==> config.mk <==
export PLATFORM = sky130hd
export DESIGN_NAME = odac_i2c_slave
export DESIGN_NICKNAME = d
export VERILOG_FILES = /design/src/core/odac_pkg.sv /design/src/core/odac_i2c_slave.sv
export VERILOG_INCLUDE_DIRS = /design/src /design/src/core
export SDC_FILE = /design/constraint.sdc
export NUM_CORES = 1
export LEC_CHECK = 0
export BUFFER_PORTS_ARGS = -buffer_cell sky130_fd_sc_hd__clkbuf_2
export CAP_MARGIN = 20
export CORE_UTILIZATION = 50
export CTS_CLUSTER_DIAMETER = 30
export DETAILED_ROUTE_END_ITERATION = 7
export MAX_ROUTING_LAYER = met4
export PLACE_DENSITY = 0.88
export SLEW_MARGIN = 30
export SYNTH_ARGS = -nofsm -noshare
export SYNTH_HDL_FRONTEND = slang
export SYNTH_SLANG_ARGS = --single-unit
==> constraint.sdc <==
create_clock -name clk_sys -period 1.8 [get_ports clk_sys]
set_input_delay 0.27 -clock clk_sys [delete_from_list [all_inputs] [get_ports clk_sys]]
set_output_delay 0.27 -clock clk_sys [all_outputs]
set_load 0.05 [all_outputs]
==> src/core/odac_params.svh <==
// constants of the octal dac serial slave port
// assumes: included by bare name from the design file only
`ifndef ODAC_PARAMS_SVH
`define ODAC_PARAMS_SVH

`define ODAC_ADDR_UPPER    5'h15
`define ODAC_ADDR_W        7
`define ODAC_FRAME_BYTES   2'h3
`define ODAC_LAST_BIT      3'h7
`define ODAC_CMD_MSB       23
`define ODAC_CMD_LSB       20
`define ODAC_CHAN_MSB      19
`define ODAC_CHAN_LSB      16
`define ODAC_DATA_MSB      15
`define ODAC_CMD_REF       4'h8
`define ODAC_CHAN_ALL      4'hf
`define ODAC_CHAN_LAST     4'h7
`define ODAC_REF_ON_BIT    0
`define ODAC_REF_SEL_BIT   1
`define ODAC_REF_ON_RST    1'b0
`define ODAC_REF_SEL_RST   1'b0
`define ODAC_CLK_NS        10
`define ODAC_SCL_FAST_NS   2500
`define ODAC_SCL_STD_NS    10000
`define ODAC_MIN_OVERSAMP  4

`endif

==> src/core/odac_pkg.sv <==
// types shared by the octal dac serial slave port
// assumes: widths written out here, odac_params.svh is not included
package odac_pkg;

  typedef enum logic [2:0] {
    ODAC_IDLE    = 3'b000,
    ODAC_ADDR    = 3'b001,
    ODAC_ACK_ADR = 3'b010,
    ODAC_WR_BYTE = 3'b011,
    ODAC_WR_ACK  = 3'b100,
    ODAC_RD_BYTE = 3'b101,
    ODAC_RD_ACK  = 3'b110,
    ODAC_IGNORE  = 3'b111
  } odac_state_e;

  // three-state strap as seen by the pad detector
  typedef enum logic [1:0] {
    ODAC_STRAP_SUPPLY = 2'b00,
    ODAC_STRAP_OPEN   = 2'b01,
    ODAC_STRAP_GROUND = 2'b10
  } odac_strap_e;

  typedef struct packed {
    logic [3:0]  cmd;
    logic [3:0]  chan;
    logic [15:0] data;
  } odac_frame_s;

endpackage

==> src/core/odac_i2c_slave.sv <==
// serial slave port of an octal voltage-output dac
// assumes: scl/sda already synchronous to clk_sys, open-drain wire resolved
// outside, strap state supplied by a three-level pad detector
//
// What this block does
// - data word is unsigned straight binary, output scales as code over 2^N.
// - latch codes 0..4095 at 12 bits or 0..65535 at 16 bits.
// - internal reference is off after reset.
// - internal reference turns on only via the reference-control command.
// - port works at 100 kHz and 400 kHz bus clock.
// - ignore 10-bit and general call addresses; answer own address only.
// - address upper five bits are 10101, low two from the strap.
// - strap supply gives 00, open gives 10, ground gives 11.
// - transfer starts with a start, then address plus read/write byte.
// - on address match pull sda low during the ninth pulse.
// - on mismatch go to the ignore state, busy stays high, sda released until next stop or start.
// - nine pulses per byte, msb first; sda changes only with scl low.
// - acknowledge each of the three written bytes on its ninth pulse.
// - read shifts out three bytes; master acks the first two.
// - word bits 23:20 command, 19:16 channel, rest data.
// - channel 0..7 select one channel, 15 selects all.
// - command 1000 sets reference: data bit 0 on, bit 1 value.
`timescale 1ns/1ps
`default_nettype none
`include "odac_params.svh"

module odac_i2c_slave #(
  parameter int RESOLUTION = 16
) (
  // clock and reset
  input  wire logic                      clk_sys,
  input  wire logic                      sys_rst,
  // serial bus, open drain
  input  wire logic                      scl_in,
  input  wire logic                      sda_in,
  output logic                           sda_out,
  output logic                           sda_oe,
  // address strap
  input  wire odac_pkg::odac_strap_e     address_select_strap,
  // readback word from the dac register logic
  input  wire odac_pkg::odac_frame_s     rd_word,
  // write frame towards the dac register logic
  output logic                           wr_strobe,
  output odac_pkg::odac_frame_s          wr_frame,
  output logic [7:0]                     wr_chan_mask,
  output logic [RESOLUTION-1:0]          wr_code,
  // reference control
  output logic                           ref_enable,
  output logic                           ref_select,
  // status
  output logic                           busy,
  output logic [6:0]                     own_addr
);
  import odac_pkg::*;

  localparam int SCL_FAST_CYC = `ODAC_SCL_FAST_NS / `ODAC_CLK_NS;

  // refused at elaboration: the code path only knows these two widths
  if (RESOLUTION != 12 && RESOLUTION != 16) begin : g_bad_res
    $error("odac_i2c_slave: RESOLUTION must be 12 or 16");
  end
  // edge detection needs a few clk samples per fast-mode scl period
  if (SCL_FAST_CYC < `ODAC_MIN_OVERSAMP) begin : g_slow_clk
    $error("odac_i2c_slave: clock too slow for fast mode");
  end

  // strap decode to low address bits
  function automatic logic [1:0] strap_bits(input odac_strap_e s);
    case (s)
      ODAC_STRAP_SUPPLY: strap_bits = 2'h0;
      ODAC_STRAP_OPEN:   strap_bits = 2'h2;
      ODAC_STRAP_GROUND: strap_bits = 2'h3;
      default:           strap_bits = 2'h0;
    endcase
  endfunction

  odac_state_e state;
  odac_state_e next_state;
  logic        scl_prev;
  logic        sda_prev;
  logic [2:0]  bit_cnt;
  logic [1:0]  byte_cnt;
  logic [7:0]  shift;
  logic        rw_read;
  logic        drv_low;
  logic        strap_taken;
  logic        start_seen;
  logic [15:0] data_hi_lo;
  logic [3:0]  cmd_chan_cmd;
  logic [3:0]  cmd_chan_ch;
  logic [23:0] tx_word;

  // bus condition decode
  wire scl_rise   = scl_in & ~scl_prev;
  wire scl_fall   = ~scl_in & scl_prev;
  wire start_cond = scl_in & scl_prev & sda_prev & ~sda_in;
  wire stop_cond  = scl_in & scl_prev & ~sda_prev & sda_in;
  wire byte_done  = bit_cnt == `ODAC_LAST_BIT;
  // 7-bit match only: general call 0x00 and 10-bit 11110xx never match
  wire addr_match = shift[7:1] == own_addr;
  wire last_byte  = byte_cnt == (`ODAC_FRAME_BYTES - 2'h1);
  wire [7:0] rd_byte = (byte_cnt == 2'h0) ? tx_word[23:16] :
                       (byte_cnt == 2'h1) ? tx_word[15:8]  :
                                            tx_word[7:0];
  // low byte is captured on the fall ending it, before the commit fall
  wire [23:0] full_word = {cmd_chan_cmd, cmd_chan_ch, data_hi_lo};

  // open drain: only ever pull low
  assign sda_out = 1'b0;
  assign sda_oe  = drv_low;

  // strap caught once, on the first edge after reset release
  always_ff @(posedge clk_sys) begin
    if (sys_rst) begin
      strap_taken <= 1'b0;
      own_addr    <= 7'h00;
    end else if (!strap_taken) begin
      strap_taken <= 1'b1;
      own_addr    <= {`ODAC_ADDR_UPPER,
                      strap_bits(address_select_strap)};
    end
  end

  always_comb begin
    next_state = state;
    if (start_cond) begin
      next_state = ODAC_ADDR;
    end else if (stop_cond) begin
      next_state = ODAC_IDLE;
    end else if (scl_fall) begin
      case (state)
        ODAC_ADDR:
          if (byte_done)
            next_state = addr_match ? ODAC_ACK_ADR
                                    : ODAC_IGNORE;
        ODAC_ACK_ADR:
          next_state = rw_read ? ODAC_RD_BYTE : ODAC_WR_BYTE;
        ODAC_WR_BYTE:
          if (byte_done)
            next_state = ODAC_WR_ACK;
        ODAC_WR_ACK:
          next_state = last_byte ? ODAC_IGNORE : ODAC_WR_BYTE;
        ODAC_RD_BYTE:
          if (byte_done)
            next_state = ODAC_RD_ACK;
        ODAC_RD_ACK:
          next_state = ODAC_RD_BYTE;
        ODAC_IDLE:   next_state = ODAC_IDLE;
        ODAC_IGNORE: next_state = ODAC_IGNORE;
        default:     next_state = ODAC_IDLE;
      endcase
    end else if (scl_rise && state == ODAC_RD_ACK && sda_in) begin
      next_state = ODAC_IGNORE;
    end
  end

  always_ff @(posedge clk_sys) begin
    if (sys_rst) begin
      state    <= ODAC_IDLE;
      busy     <= 1'b0;
      scl_prev <= 1'b1;
      sda_prev <= 1'b1;
    end else begin
      state    <= next_state;
      busy     <= next_state != ODAC_IDLE; // same timing as the state
      scl_prev <= scl_in;
      sda_prev <= sda_in;
    end
  end

  // the master pulls scl low right after a start; that fall is no bit
  always_ff @(posedge clk_sys) begin
    if (sys_rst) begin
      start_seen <= 1'b0;
    end else if (start_cond) begin
      start_seen <= 1'b1;
    end else if (scl_fall) begin
      start_seen <= 1'b0;
    end
  end

  // bit and byte counting, shifting in on the rising edge
  always_ff @(posedge clk_sys) begin
    if (sys_rst) begin
      bit_cnt  <= 3'h0;
      byte_cnt <= 2'h0;
      shift    <= 8'h00;
      rw_read  <= 1'b0;
    end else if (start_cond) begin
      bit_cnt  <= 3'h0;
      byte_cnt <= 2'h0;
    end else if (scl_rise && (state == ODAC_ADDR ||
                              state == ODAC_WR_BYTE)) begin
      shift <= {shift[6:0], sda_in};
    end else if (scl_fall) begin
      case (state)
        ODAC_ADDR: begin
          // otherwise the address would be judged one bit early
          if (!start_seen)
            bit_cnt <= bit_cnt + 3'h1;
          if (byte_done)
            rw_read <= shift[0];
        end
        ODAC_WR_BYTE, ODAC_RD_BYTE:
          bit_cnt <= bit_cnt + 3'h1;
        ODAC_WR_ACK, ODAC_RD_ACK:
          byte_cnt <= byte_cnt + 2'h1;
        default:
          bit_cnt <= bit_cnt;
      endcase
    end
  end

  // sda drive changes on the falling scl edge; a start or stop condition releases it
  always_ff @(posedge clk_sys) begin
    if (sys_rst) begin
      drv_low <= 1'b0;
      tx_word <= 24'h000000;
    end else if (start_cond || stop_cond) begin
      drv_low <= 1'b0;
    end else if (scl_fall) begin
      case (state)
        ODAC_ADDR:
          drv_low <= byte_done & addr_match;
        ODAC_ACK_ADR: begin
          drv_low <= rw_read & ~rd_word.cmd[3];
          // frozen here so a later update cannot tear a read frame
          tx_word <= rd_word;
        end
        ODAC_WR_BYTE:
          drv_low <= byte_done;
        ODAC_RD_BYTE:
          drv_low <= byte_done ? 1'b0
                               : ~rd_byte[3'h6 - bit_cnt];
        ODAC_RD_ACK: begin
          drv_low <= 1'b0;
          if (!last_byte)
            drv_low <= ~(byte_cnt == 2'h0 ? tx_word[15] : tx_word[7]);
        end
        default:
          drv_low <= 1'b0;
      endcase
    end
  end

  // capture command and data bytes; commit after the third ack
  always_ff @(posedge clk_sys) begin
    if (sys_rst) begin
      cmd_chan_cmd <= 4'h0;
      cmd_chan_ch  <= 4'h0;
      data_hi_lo   <= 16'h0000;
    end else if (scl_fall && state == ODAC_WR_BYTE && byte_done) begin
      if (byte_cnt == 2'h0)
        {cmd_chan_cmd, cmd_chan_ch} <= shift;
      if (byte_cnt == 2'h1)
        data_hi_lo[15:8] <= shift;
      if (byte_cnt == 2'h2)
        data_hi_lo[7:0] <= shift;
    end
  end

  // a stop inside the third ack still discards the frame
  wire commit = scl_fall && state == ODAC_WR_ACK && last_byte;
  wire [3:0] commit_cmd  = data_frame_cmd(full_word);
  wire [3:0] commit_chan = full_word[`ODAC_CHAN_MSB:`ODAC_CHAN_LSB];
  wire [7:0] chan_mask   = (commit_chan == `ODAC_CHAN_ALL) ? 8'hff :
                           (commit_chan <= `ODAC_CHAN_LAST) ?
                           8'h01 << commit_chan[2:0] : 8'h00;

  function automatic logic [3:0] data_frame_cmd(input logic [23:0] w);
    data_frame_cmd = w[`ODAC_CMD_MSB:`ODAC_CMD_LSB];
  endfunction

  always_ff @(posedge clk_sys) begin
    if (sys_rst) begin
      wr_strobe    <= 1'b0;
      wr_frame     <= '0;
      wr_chan_mask <= 8'h00;
      wr_code      <= '0;
      ref_enable   <= `ODAC_REF_ON_RST;
      ref_select   <= `ODAC_REF_SEL_RST;
    end else begin
      wr_strobe <= commit;
      if (commit) begin
        wr_frame     <= full_word;
        wr_chan_mask <= chan_mask;
        // straight binary, 12-bit codes sit left aligned
        wr_code <= full_word[`ODAC_DATA_MSB -: RESOLUTION];
        if (commit_cmd == `ODAC_CMD_REF) begin
          ref_enable <= full_word[`ODAC_REF_ON_BIT];
          ref_select <= full_word[`ODAC_REF_SEL_BIT];
        end
      end
    end
  end

endmodule
`default_nettype wire

### Word-level counts from Yosys, hierarchy flattened

Cells that the tools add are included.

| operators by class | value |
|---|---|
| magnitude comparators | 2 |
| shift-type cells | 1 |
| bitwise gates (word level) | 19 |
| muxes and demuxes | 27 |
| add/sub/neg operators | 3 |
| eq/ne operators | 16 |
| reduce and logical (&&, ||, !) cells | 27 |

Operators with widths:

| operator | number |
|---|---|
| $mux 3 | 11 |
| $mux 8 | 4 |
| $pmux 3 s8 | 1 |
| $eq 3x3->1 const B | 5 |
| $not 1->1 | 10 |
| $reduce_and 2->1 | 5 |
| $and 1x1->1 | 9 |
| $eq 4x4->1 const B | 2 |
| $reduce_or 2->1 | 4 |
| $shl 1x3->8 const A | 1 |
| $eq 7x7->1 | 1 |
| $logic_and 1x1->1 | 7 |
| $mux 1 | 7 |
| $eq 3x2->1 const B | 2 |
| $pmux 3 s2 | 1 |
| $reduce_and 3->1 | 2 |
| $pmux 1 s5 | 1 |
| $reduce_and 5->1 | 1 |
| $eq 2x1->1 const B | 2 |
| $eq 2x2->1 const B | 2 |
| $le 4x3->1 const B | 1 |
| $lt 3x4->1 const B | 1 |
| $pmux 2 s2 | 1 |
| $reduce_and 4->1 | 1 |
| 11 further kinds | 13 |

| storage, ports and cells | value |
|---|---|
| output and inout bits | 61 |
| bits in registers | 109 |

### Longest topological paths before layout

Gate-level depths: netlist of run 1.

| depth | value |
|---|---|
| depth after elaboration | 9 |
| gate-level depth with buffers | 8 |

### Worst setup path before layout of run 1

Ideal clock, no wire load.

| path | value |
|---|---|
| path kind | reg-to-reg |
| start point | register, netlist name own_addr[2] |
| end point | register busy |
| path slack | -0.070 ns |
| data required time | 1.673 ns |
| clock period less this slack | 1.870 ns |
| cell stages (with the launch flop) | 6 |
| buffers on the path | 0 |
| data arrival time | 1.743 ns |
| path through | dfxtp_1 and4_1 o211ai_1 nor4_4 nor3_1 or3_1 |

| between the ends | value |
|---|---|
| cells in the longest elaborated chain, start to end | 8 |

RTL lines:

| element | RTL line | source |
|---|---|---|
| $eq 7x7->1 | odac_i2c_slave.sv:100 | `wire addr_match = shift[7:1] == own_addr;` |
| $mux 3 | odac_i2c_slave.sv:134 | `next_state = addr_match ? ODAC_ACK_ADR` |
| $mux 3 | odac_i2c_slave.sv:133 | `if (byte_done)` |
| $pmux 3 s8 | odac_i2c_slave.sv:131 | `case (state)` |
| $mux 3 | odac_i2c_slave.sv:130 | `end else if (scl_fall) begin` |
| $mux 3 | odac_i2c_slave.sv:128 | `end else if (stop_cond) begin` |
| $mux 3 | odac_i2c_slave.sv:126 | `if (start_cond) begin` |
| $reduce_bool 3->1 | odac_i2c_slave.sv:165 | `busy <= next_state != ODAC_IDLE;` |
| to (signal assigned) | odac_i2c_slave.sv:160 | `busy <= 1'b0;` |
| to (signal assigned) | odac_i2c_slave.sv:165 |  |
| to (decl) | odac_i2c_slave.sv:51 | `output logic busy,` |

No other way between the ends.
A chain may end at the register's enable or synchronous reset.

### Worst setup path after layout of run 1

| path | value |
|---|---|
| start point | register bit_cnt[2] |
| end point | register busy |

| between the ends | value |
|---|---|
| cells in the longest elaborated chain, start to end | 7 |
| elaborated cells on any way between the ends | 9 |

RTL lines:

| element | RTL line | source |
|---|---|---|
| from (decl) | odac_i2c_slave.sv:81 | `logic [2:0] bit_cnt;` |
| from (signal assigned) | odac_i2c_slave.sv:200 | `bit_cnt <= bit_cnt + 3'h1;` |
| from (signal assigned) | odac_i2c_slave.sv:205 | `bit_cnt <= bit_cnt + 3'h1;` |
| from (signal assigned) | odac_i2c_slave.sv:209 | `bit_cnt <= bit_cnt;` |
| $eq 3x3->1 (no source line) (*) | n/a |  |
| $mux 3, on equally long branches | odac_i2c_slave.sv:144, odac_i2c_slave.sv:133, odac_i2c_slave.sv:139 |  |
| $pmux 3 s8 (*) | odac_i2c_slave.sv:131 |  |
| $mux 3 (*) | odac_i2c_slave.sv:130 |  |
| $mux 3 (*) | odac_i2c_slave.sv:128 |  |
| $mux 3 (*) | odac_i2c_slave.sv:126 |  |
| $reduce_bool 3->1 (*) | odac_i2c_slave.sv:165 |  |

Every way passes the cells marked *; elsewhere a longest branch is shown, timed or not.

==> results of run 1 <==
==> layout by cell type, fill, tap and decap left out, types with 7 or more instances in the layout <==
| master | count |
|---|---|
| dfxtp_1 | 103 |
| clkbuf_8 | 9 |
| mux2i_1 | 29 |
| nor2_1 | 38 |
| a21oi_1 | 76 |
| nand2_1 | 136 |
| nand3_1 | 7 |
| clkbuf_2 | 86 |
| xnor2_1 | 7 |
| buf_4 | 24 |
==> routing by layer <==
metal  vias up  global-route usage (%)  wire length [um]
met2       130                    37.7              5280
met1      1856                    27.2              4540
met4         0                    11.7               372
li1       2001                       -                 -
met5         -                       -                 0
met3        26                    3.30               535
==> timing repair <==
action / CTS / global route
endpoints found under the setup margin: 2 / 7
hold endpoints to repair: 0 / 0
gates resized for setup: 3 / 21
buffers inserted: 0 / 2
pin swaps: 0 / 6
==> area by class of cell <==
| class | count | share of cell area (%) |
|---|---|---|
| clock buffer | 9 | 2.23 |
| clock inverter | 7 | 1.56 |
| inverter | 6 | 0.406 |
| multi-input combinational | 389 | 41.3 |
| sequential | 109 | 39.6 |
| tap | 111 | 2.50 |
| timing repair buffer | 115 | 12.4 |
==> metrics by stage <==
step | setup WS, ns | area (um2) | TNS, ns | hold WS [ns] | instances
after floorplan | 0.0391 | 4740 | 0 | 0.377 | 561
after global placement | -0.0186 | 5230 | -0.0186 | 0.439 | 728
after detailed placement | -0.0476 | 5230 | -0.0476 | 0.446 | 728
after CTS | 0.00509 | 5460 | 0 | 0.0932 | 744
after global routing | -0.0371 | 5550 | -0.0523 | 0.105 | 746
final | 0.0184 | 5550 | 0 | 0.0998 | 746
==> kinds of logic after synthesis <==
| kind of cell | Yosys count | share of synthesized area [%] |
|---|---|---|
| buf+inv | 63 | 7.12 |
| flops | 109 | 46.1 |
| simple gates | 234 | 22.6 |
| mux | 35 | 8.49 |
| xor+xnor | 9 | 1.67 |
| other cells | 1 | 0.0793 |
| fa+ha+maj | 8 | 2.06 |
| compound gates | 100 | 11.8 |
==> sequential cells by signal, indices dropped and copies added, names as in the netlist <==
register / count
rw_read: 1
busy: 1
tx_word: 24
wr_frame: 8
cmd_chan_ch: 4
start_seen: 1
own_addr: 3
ref_select: 1
strap_taken: 1
sda_prev: 1
scl_prev: 1
sda_oe: 1
byte_cnt: 2
bit_cnt: 3
data_hi_lo: 16
wr_chan_mask: 8
wr_code: 16
ref_enable: 1
state: 3
shift: 8
wr_strobe: 1
cmd_chan_cmd: 4
==> worst max-delay path, cell delays in order, from the launching register on <==
cell	delay (ns)
dfxtp_1	0.49
ha_4	0.22
inv_1	0.06
or3_1	0.30
o21bai_1	0.17
a221oi_2	0.09
or3_1	0.34
==> worst max path at each step <==
stage | start | endpoint | depth (start not counted)
after global placement | bit_cnt[0]$_SDFFE_PP0P_ | busy$_SDFF_PP0_ | 7
after floorplan | own_addr[1]$_SDFFE_PP0N_ | busy$_SDFF_PP0_ | 5
after detailed placement | bit_cnt[1]$_SDFFE_PP0P_ | busy$_SDFF_PP0_ | 7
after global routing | bit_cnt[2]$_SDFFE_PP0P_ | busy$_SDFF_PP0_ | 6
final | bit_cnt[2]$_SDFFE_PP0P_ | busy$_SDFF_PP0_ | 6
after CTS | byte_cnt[0]$_SDFFE_PP0P_ | sda_oe$_SDFFE_PP0P_ | 8
==> power by group through the flow <==
stage	combinational (mW)	clock, mW	sequential [mW]
finish	0.288	1.50	2.45
global route	0.311	1.64	2.45
global placement	0.268	0	2.50
detailed placement	0.272	0	2.50
floorplan	0.171	0	2.52
CTS	0.275	1.52	2.45
==> flow_summary_export.csv, run 1 <==
group,metric,value,unit
run,maxCapViolCount,0,
sta,finalSetupViolCount,0,
finish,syn2layout_area_growth,17.3,%
clocking,h-tree-depth,3,
worst_setup_path,required,2.06,ns
clocking,cts_buffers,9,
logic_synthesis,async_flop_share,0,%
sta,skew,0.0186,ns
clocking,clockBufferDepth,2,
worst_setup_path,cp-end-kind,"register",
logic_synthesis,synth_seq_cells,109,
finish,diodes,0,
sta,min_period,1.78,ns
clocking,clock_latency,0.38,ns
logic_synthesis,yosysTopAreaCell,"dfxtp_1",
floorplan,fp-row-count,35,
grt,antenna_found_initial,0,
floorplan,io_pins,91,
clocking,clock-root-buffer,"clkbuf_8",
floorplan,die-height,99.2,um
logic_synthesis,synthCells,559,
clocking,tritoncts,"done",
detailed_routing,vias,4013,
finish,multi_input_area,0.00229,mm2
power,p_switching,1.14,mW
worst_setup_path,critPathKind,"reg -> reg",
power,p_leak,2.30,nW
floorplan,start_util,51.4,%
clocking,cts_hold_buf,0,
worst_hold_path,hold_path.class,"in -> reg",
grt,first_global_vias,3801,
outcome,status,"finished clean",
logic_synthesis,synth_cell_types,52,
finish,seq_area,0.00219,mm2
finish,drive_gt1_share,26.5,%
power,seqPwrFrac,57.8,%
sta,hold_viol,0,
power,pwr-share-comb,6.8,%
sta,worst_slew_pin_slew,0.508,ns
logic_synthesis,yosysWarningCount,0,
worst_setup_path,critPathLaunchType,"register",
floorplan,die_area,0.00985,mm2
place,gp_congestion,0.928,
power,power_density,763,mW/mm2
detailed_routing,dr.pass1.iters,4,
grt,grt_pass1_wl,17.5,mm
worst_setup_path,critical_path_arrival,2.04,ns
worst_setup_path,reg2reg_to,"busy$_SDFF_PP0_",
worst_hold_path,whs_path_depth,3,
logic_synthesis,yosysSeqAreaShare,46.1,%
grt,grt.total_usage,22.8,%
sta,grt_setup_unrepaired,"yes",
worst_setup_path,cp_max_fo,6,
detailed_routing,drt_iter0_drc,274,
logic_synthesis,synth_area_leaders,"dfxtp_1 46%, nand2_1 11%, a21oi_1 8.0%, mux2i_1 6.4%, buf_4 3.7%",
detailed_routing,drc,0,
grt,grt_overflow_total,0,
logic_synthesis,synth_top_area_share,46.1,%
power,internal_power,3.09,mW
grt,grt_max_degree,75,
sta,max_slew_margin,65.7,%
detailed_routing,wl_per_cell,14.4,um
logic_synthesis,synth_common_cells,"137 x nand2_1, 109 x dfxtp_1, 76 x a21oi_1",
floorplan,core-area,0.00920,mm2
detailed_routing,totalWireLength,10.7,mm
detailed_routing,via_per_inst,5.38,
logic_synthesis,syn_area_per_cell,8.46,um2
detailed_routing,antenna_left,0,
sta,period_share,99.0,%
finish,nets,667,
sta,max_freq,561,MHz
power,fin_total_pwr,4.23,mW
clocking,clkSinkCount,109,
place,hpwl,7.35,mm
worst_setup_path,r2r_start,"bit_cnt[2]$_SDFFE_PP0P_",
worst_hold_path,hold_end,"tx_word[16]$_SDFFE_PP0P_",
logic_synthesis,synth_edf_count,0,
logic_synthesis,synth-main-ff-cell,"dfxtp_1",
finish,finish.utilization,60.3,%
power,p_sw_share,26.9,%
clocking,clkTransAtPathRegs,0.12,ns
place,port_buffers,87,
sta,slew_violations,0,
logic_synthesis,synth_area,0.00473,mm2
power,ir_worst_vdd,376,uV
power,clock_power_share,35.4,%
worst_hold_path,hold_start,"rd_word[16]",
worst_setup_path,r2r_cells,6,
finish,n_fill_cell,775,
floorplan,die-width,99.2,um
logic_synthesis,synth.most_common_cell,"nand2_1",
worst_setup_path,rrSetupSlack,0.02,ns
Power figures use the tool's default switching activity.
==> inputs of run 2 (changes only) <==
--- a/config.mk
+++ b/config.mk
@@ -6,6 +6,7 @@
 export SDC_FILE = /design/constraint.sdc
 export NUM_CORES = 1
 export LEC_CHECK = 0
+export ABC_AREA = 1
 export BUFFER_PORTS_ARGS = -buffer_cell sky130_fd_sc_hd__clkbuf_2
 export CAP_MARGIN = 20
 export CORE_UTILIZATION = 50
@@ -13,7 +14,7 @@
 export DETAILED_ROUTE_END_ITERATION = 7
 export MAX_ROUTING_LAYER = met4
 export PLACE_DENSITY = 0.88
-export SLEW_MARGIN = 30
+export SLEW_MARGIN = 20
 export SYNTH_ARGS = -nofsm -noshare
 export SYNTH_HDL_FRONTEND = slang
 export SYNTH_SLANG_ARGS = --single-unit
==> constraint.sdc (replaced) <==
create_clock -name clk_sys -period 1.8 [get_ports clk_sys]
set_input_delay 0.27 -clock clk_sys [delete_from_list [all_inputs] [get_ports clk_sys]]
set_output_delay 0.27 -clock clk_sys [all_outputs]
set_load 0.02 [all_outputs]
==> flow_summary_export.csv, run 2 <==
group,metric,value,unit
outcome,status,"finished clean",
clocking,clock-root-buffer,"clkbuf_8",
power,internal_power,3.14,mW
worst_setup_path,cp-end-kind,"register",
clocking,clockBufferDepth,2,
clocking,clock_latency,0.38,ns
worst_setup_path,cpMostUsedCell,"ha_1",
power,pwr-share-comb,8.2,%
floorplan,die_area,0.00978,mm2
grt,grt_max_degree,56,
grt,first_global_vias,3668,
finish,largestRegisters,"tx_word: 24 flops, data_hi_lo: 16 flops, wr_code: 16 flops",
detailed_routing,totalWireLength,9.90,mm
sta,period_share,96.2,%
logic_synthesis,syn_area_per_cell,7.68,um2
clocking,tritoncts,"done",
logic_synthesis,synth_seq_cells,109,
grt,antenna_found_initial,0,
sta,slew_violations,0,
floorplan,start_util,52.8,%
floorplan,core-area,0.00889,mm2
worst_setup_path,critical_path.slowest_cell,"dfxtp_1",
logic_synthesis,yosysSeqAreaShare,46.5,%
finish,final_cell_mix,"109 x dfxtp_1, 97 x o21ai_0, 87 x a21oi_1, 87 x clkbuf_2, 69 x inv_1",
sta,finalSetupViolCount,0,
detailed_routing,drt_iter0_drc,210,
worst_setup_path,required,2.08,ns
worst_hold_path,hold_end,"tx_word[2]$_SDFFE_PP0P_",
clocking,cts_buffers,9,
logic_synthesis,synth_edf_count,0,
logic_synthesis,synth_area_leaders,"dfxtp_1 47%, o21ai_0 10%, a21oi_1 9.3%, inv_1 5.6%, nand2_1 5.1%",
finish,multi_input_area,0.00189,mm2
logic_synthesis,synth_cell_types,35,
finish,diodes,0,
finish,final_area,0.00524,mm2
worst_setup_path,r2r_start,"bit_cnt[1]$_SDFFE_PP0P_",
logic_synthesis,synth_area,0.00469,mm2
grt,grt_overflow_total,0,
logic_synthesis,synth_common_cells,"109 x dfxtp_1, 97 x o21ai_0, 87 x a21oi_1",
detailed_routing,via_per_inst,5.17,
grt,grt_pass1_wl,16.5,mm
place,place_ws,0.121,ns
worst_setup_path,r2r_cells,7,
floorplan,fp-row-count,34,
power,power_density,827,mW/mm2
power,p_sw_share,27.5,%
worst_setup_path,critPathKind,"reg -> reg",
worst_setup_path,rrSetupSlack,0.07,ns
finish,instances_no_fill,787,
run,maxCapViolCount,0,
finish,seq_area,0.00218,mm2
sta,fin_ws,0.0681,ns
power,p_switching,1.19,mW
worst_hold_path,hold_path.class,"in -> reg",
worst_setup_path,critPathLaunchType,"register",
sta,max_freq,577,MHz
worst_setup_path,crit_chain,"ha_1 -> ha_1 -> nand2_2 -> nor2_4 -> nand3_2 -> o21ai_0 -> a21oi_1",
power,clock_power_share,34.2,%
sta,grt_setup_unrepaired,"yes",
floorplan,io_pins,91,
worst_setup_path,crit_buf_inv,0,
power,ir_worst_vdd,359,uV
sta,min_period,1.73,ns
finish,largest_register_ffs,24,
place,placed_area,0.00503,mm2
worst_setup_path,critical_path_arrival,2.01,ns
detailed_routing,drc,0,
worst_setup_path,reg2reg_to,"cmd_chan_cmd[0]$_SDFFE_PP0P_",
power,seqPwrFrac,57.7,%
finish,largest_register,"tx_word",
worst_hold_path,whs_path_depth,3,
floorplan,die-height,98.9,um
grt,grt.total_usage,21.3,%
clocking,clkSinkCount,109,
finish,nets,711,
worst_setup_path,slowest_delay,0.39,ns
sta,skew,0.0153,ns
worst_setup_path,cpLargestDelayFamily,"simple AND/OR/NAND/NOR gates",
clocking,cts_hold_buf,0,
finish,drive_gt1_share,19.9,%
logic_synthesis,synth_top_area_share,46.5,%
power,p_leak,2.30,nW
finish,mostFrequentLayoutCell,"dfxtp_1",
place,port_buffers,87,
logic_synthesis,synth-main-ff-cell,"dfxtp_1",
sta,hold_ws,0.101,ns
sta,hold_viol,0,
finish,syn2layout_area_growth,11.6,%
logic_synthesis,synthCells,611,
detailed_routing,antenna_left,0,
worst_setup_path,cp_max_fo,16,
place,hpwl,7.08,mm
place,dpl.cell_count,771,
worst_hold_path,hold_start,"rd_word[2]",
logic_synthesis,yosysWarningCount,0,
detailed_routing,wl_per_cell,12.6,um
logic_synthesis,async_flop_share,0,%
place,gp_congestion,0.945,
floorplan,die-width,98.9,um
clocking,clkTransAtPathRegs,0.12,ns
logic_synthesis,yosysTopAreaCell,"dfxtp_1",
power,fin_total_pwr,4.33,mW
finish,n_fill_cell,811,
detailed_routing,dr.pass1.iters,5,
logic_synthesis,synth.most_common_cell,"dfxtp_1",
detailed_routing,vias,4071,
clocking,h-tree-depth,3,
==> run 2: changes by cell type in the layout (fill, tap and decap cells not counted), sizes merged, moves of 11 or more <==
| cell | delta |
|---|---|
| o21ai | +103 |
| nand2 | -73 |
| nand3 | +18 |
| inv | +69 |
| buf | -18 |
| a21oi | +11 |
| nor2 | +22 |
| mux2i | -30 |
==> run 2: repair_timing <==
action | 4_1_cts | 5_1_grt
resized for setup | 0 | 1
endpoints found under the setup margin | 0 | 21
setup buffers | 0 | 0
==> run 2: layout make-up <==
type                    count  area share [%]
flip-flops and latches    109            41.7
multi-input cells         379            36.0
repair buffers             98            10.4
inverters                  77            5.54
well taps                 108            2.58
clock buffers               9            2.37
clock inverters             7            1.48
==> run 2: how the worst max path moves through the flow <==
stage	slack [ns]	cells past startpoint	end	startpoint
2_1_floorplan	0.27	10	busy$_SDFF_PP0_	bit_cnt[0]$_SDFFE_PP0P_
3_3_place_gp	0.18	10	sda_oe$_SDFFE_PP0P_	byte_cnt[0]$_SDFFE_PP0P_
3_5_place_dp	0.12	7	data_hi_lo[1]$_SDFFE_PP0P_	bit_cnt[1]$_SDFFE_PP0P_
4_1_cts	0.08	7	data_hi_lo[1]$_SDFFE_PP0P_	bit_cnt[1]$_SDFFE_PP0P_
5_1_grt	-0.08	7	cmd_chan_ch[0]$_SDFFE_PP0P_	bit_cnt[1]$_SDFFE_PP0P_
6_report	0.07	7	cmd_chan_cmd[0]$_SDFFE_PP0P_	bit_cnt[1]$_SDFFE_PP0P_
==> run 2: worst reg2reg max path, stage by stage, from the launching register on <==
cell,delay [ns]
dfxtp_1,0.39
ha_1,0.17
ha_1,0.18
nand2_2,0.11
nor2_4,0.21
nand3_2,0.25
o21ai_0,0.25
a21oi_1,0.07
==> run 2: per-layer routing <==
layer | track usage, % | up-vias | wire (um)
met5 | - | - | 0
met4 | 7.00 | 0 | 126
met3 | 3.12 | 9 | 466
met2 | 35.3 | 120 | 4640
met1 | 26.7 | 1830 | 4670
li1 | - | 2112 | -
==> run 2: power by group through the flow <==
stage / Sequential [mW] / Combinational [mW] / Clock (mW)
final: 2.50 / 0.353 / 1.48
after global routing: 2.50 / 0.399 / 1.59
after CTS: 2.50 / 0.351 / 1.50
after detailed placement: 2.55 / 0.347 / 0
after global placement: 2.55 / 0.337 / 0
after floorplan: 2.55 / 0.251 / 0
==> run 2: logic make-up (layout without fill, tap and decap cells) <==
family          Yosys count  count (layout)  synth area share (%)
compound gates          202             202                  22.0
simple gates            165             165                  15.6
buf+inv                 125             191                  13.6
flops                   109             109                  46.5
fa+ha+maj                 7               7                  1.87
xor+xnor                  2               2                 0.373
other cells               1               3                0.0799
==> run 2: through the flow <==
| stage | util, % | TNS, ns |
|---|---|---|
| global placement | 56.6 | 0 |
| global route | 58.9 | -0.816 |
| finish | 58.9 | 0 |
| floorplan | - | 0 |
| detailed placement | 56.6 | 0 |
| CTS | 58.9 | 0 |
==> inputs of run 3 (changes only) <==
--- a/config.mk
+++ b/config.mk
@@ -14,6 +14,7 @@
 export DETAILED_ROUTE_END_ITERATION = 7
 export MAX_ROUTING_LAYER = met4
 export PLACE_DENSITY = 0.88
+export REMOVE_ABC_BUFFERS = 1
 export SLEW_MARGIN = 20
 export SYNTH_ARGS = -nofsm -noshare
 export SYNTH_HDL_FRONTEND = slang
==> flow_summary_export.csv, run 3 (synthesized netlist as in run 2, its figures left out) <==
group,metric,value,unit
power,ir_worst_vdd,483,uV
clocking,clock_latency,0.38,ns
finish,largest_register,"tx_word",
finish,instances_no_fill,793,
sta,skew,0.00934,ns
floorplan,core-area,0.00889,mm2
sta,max_freq,574,MHz
floorplan,die-height,98.9,um
clocking,h-tree-depth,3,
place,hpwl,7.30,mm
run,maxCapViolCount,0,
clocking,clkTransAtPathRegs,0.11,ns
detailed_routing,drt_iter0_drc,226,
worst_setup_path,required,2.11,ns
worst_hold_path,hold_path.class,"in -> reg",
grt,antenna_found_initial,0,
place,dpl.cell_count,769,
worst_setup_path,cp-startpoint,"byte_cnt[0]$_SDFFE_PP0P_",
sta,fin_ws,0.0577,ns
finish,mostFrequentLayoutCell,"dfxtp_1",
worst_setup_path,rrSetupSlack,0.06,ns
clocking,cts_buffers,9,
power,fin_total_pwr,4.34,mW
grt,grt.total_usage,22.7,%
power,p_leak,2.33,nW
finish,nets,717,
worst_setup_path,r2r_start,"byte_cnt[0]$_SDFFE_PP0P_",
worst_setup_path,reg2reg_to,"ref_select$_SDFFE_PP0P_",
sta,hold_viol,0,
detailed_routing,dr.pass1.iters,5,
clocking,clockBufferDepth,2,
floorplan,die_area,0.00978,mm2
worst_setup_path,cp-end-kind,"register",
detailed_routing,drc,0,
grt,grt_overflow_total,0,
outcome,status,"finished clean",
worst_setup_path,r2r_cells,8,
place,gp_congestion,0.879,
floorplan,fp-row-count,34,
finish,final_area,0.00534,mm2
sta,slew_violations,0,
finish,drive_gt1_share,21.2,%
clocking,clkSinkCount,109,
detailed_routing,wl_per_cell,13.4,um
grt,first_global_vias,3902,
detailed_routing,antenna_left,0,
floorplan,die-width,98.9,um
detailed_routing,vias,4246,
worst_setup_path,critPathLaunchType,"register",
place,port_buffers,87,
worst_setup_path,critPathKind,"reg -> reg",
clocking,tritoncts,"done",
sta,hold_ws,0.108,ns
grt,grt_max_degree,56,
finish,diodes,0,
finish,finish.utilization,60.1,%
place,place_ws,0.0314,ns
worst_setup_path,critical_path_arrival,2.05,ns
floorplan,io_pins,91,
finish,final_cell_mix,"108 x dfxtp_1, 89 x o21ai_0, 87 x a21oi_1, 87 x clkbuf_2, 69 x inv_1",
grt,grt_pass1_wl,17.5,mm
sta,fin_setup_tns,0,ns
worst_setup_path,cp_max_fo,4,
worst_setup_path,endpoint,"ref_select$_SDFFE_PP0P_",
finish,largest_register_ffs,24,
clocking,clock-root-buffer,"clkbuf_8",
floorplan,start_util,52.8,%
finish,syn2layout_area_growth,13.9,%
finish,largestRegisters,"tx_word: 24 flops, data_hi_lo: 16 flops, wr_code: 16 flops",
place,placed_area,0.00502,mm2
sta,period_share,96.8,%
detailed_routing,totalWireLength,10.6,mm
detailed_routing,via_per_inst,5.35,
sta,finalSetupViolCount,0,
power,power_density,811,mW/mm2
sta,min_period,1.74,ns
## run 3: cell count changes in the layout (fill, tap and decap cells not counted), sizes merged
cell,previous run,this run
nand3,25,26
clkinv,5,4
buf,11,15
clkbuf,96,98
## run 3: power breakdown
| part | switching [mW] | internal, mW | total (mW) |
|---|---|---|---|
| clock | 0.897 | 0.581 | 1.48 |
| combinational | 0.235 | 0.127 | 0.361 |
| sequential | 0.0376 | 2.46 | 2.50 |
## run 3: timing repair
| action | 4_1_cts | 5_1_grt |
|---|---|---|
| hold buffers | 0 | 0 |
| gates cloned | 0 | 2 |
| resized for setup | 2 | 16 |
| buffers inserted | 0 | 6 |
| endpoints found under the setup margin | 2 | 28 |
| pin swaps | 0 | 4 |
## run 3: critical path, cell delays in order (launching register included)
cell	delay [ns]
dfxtp_1	0.35
inv_1	0.14
ha_2	0.26
nand4_1	0.19
nor2_4	0.21
inv_1	0.11
nor3_4	0.18
o21ai_0	0.10
a21oi_1	0.14
## run 3: per-layer routing
metal,track usage (%),vias up,wire [um]
met5,-,-,0
met4,9.07,0,280
met3,4.89,31,602
met2,36.1,150,5130
met1,28.1,1943,4600
li1,-,2122,-
## run 3: area by class of cell
cell class | instances | area (um2)
fill | 791 | 3550
inverter | 77 | 290
multi-input combinational | 380 | 1940
timing repair buffer | 103 | 598
tap | 108 | 135
clock inverter | 6 | 62.6
sequential | 109 | 2180
clock buffer | 10 | 138
## run 3: how the worst min path moves through the flow
| stage | depth (start not counted) | start | to |
|---|---|---|---|
| 6_report | 3 | scl_in | scl_prev$_SDFF_PP1_ |
| 5_1_grt | 3 | scl_in | scl_prev$_SDFF_PP1_ |
| 4_1_cts | 3 | scl_in | scl_prev$_SDFF_PP1_ |
| 3_5_place_dp | 2 | tx_word[18]$_SDFFE_PP0P_ | tx_word[18]$_SDFFE_PP0P_ |
| 3_3_place_gp | 2 | tx_word[23]$_SDFFE_PP0P_ | tx_word[23]$_SDFFE_PP0P_ |
| 2_1_floorplan | 1 | sys_rst | start_seen$_SDFFE_PP0P_ |
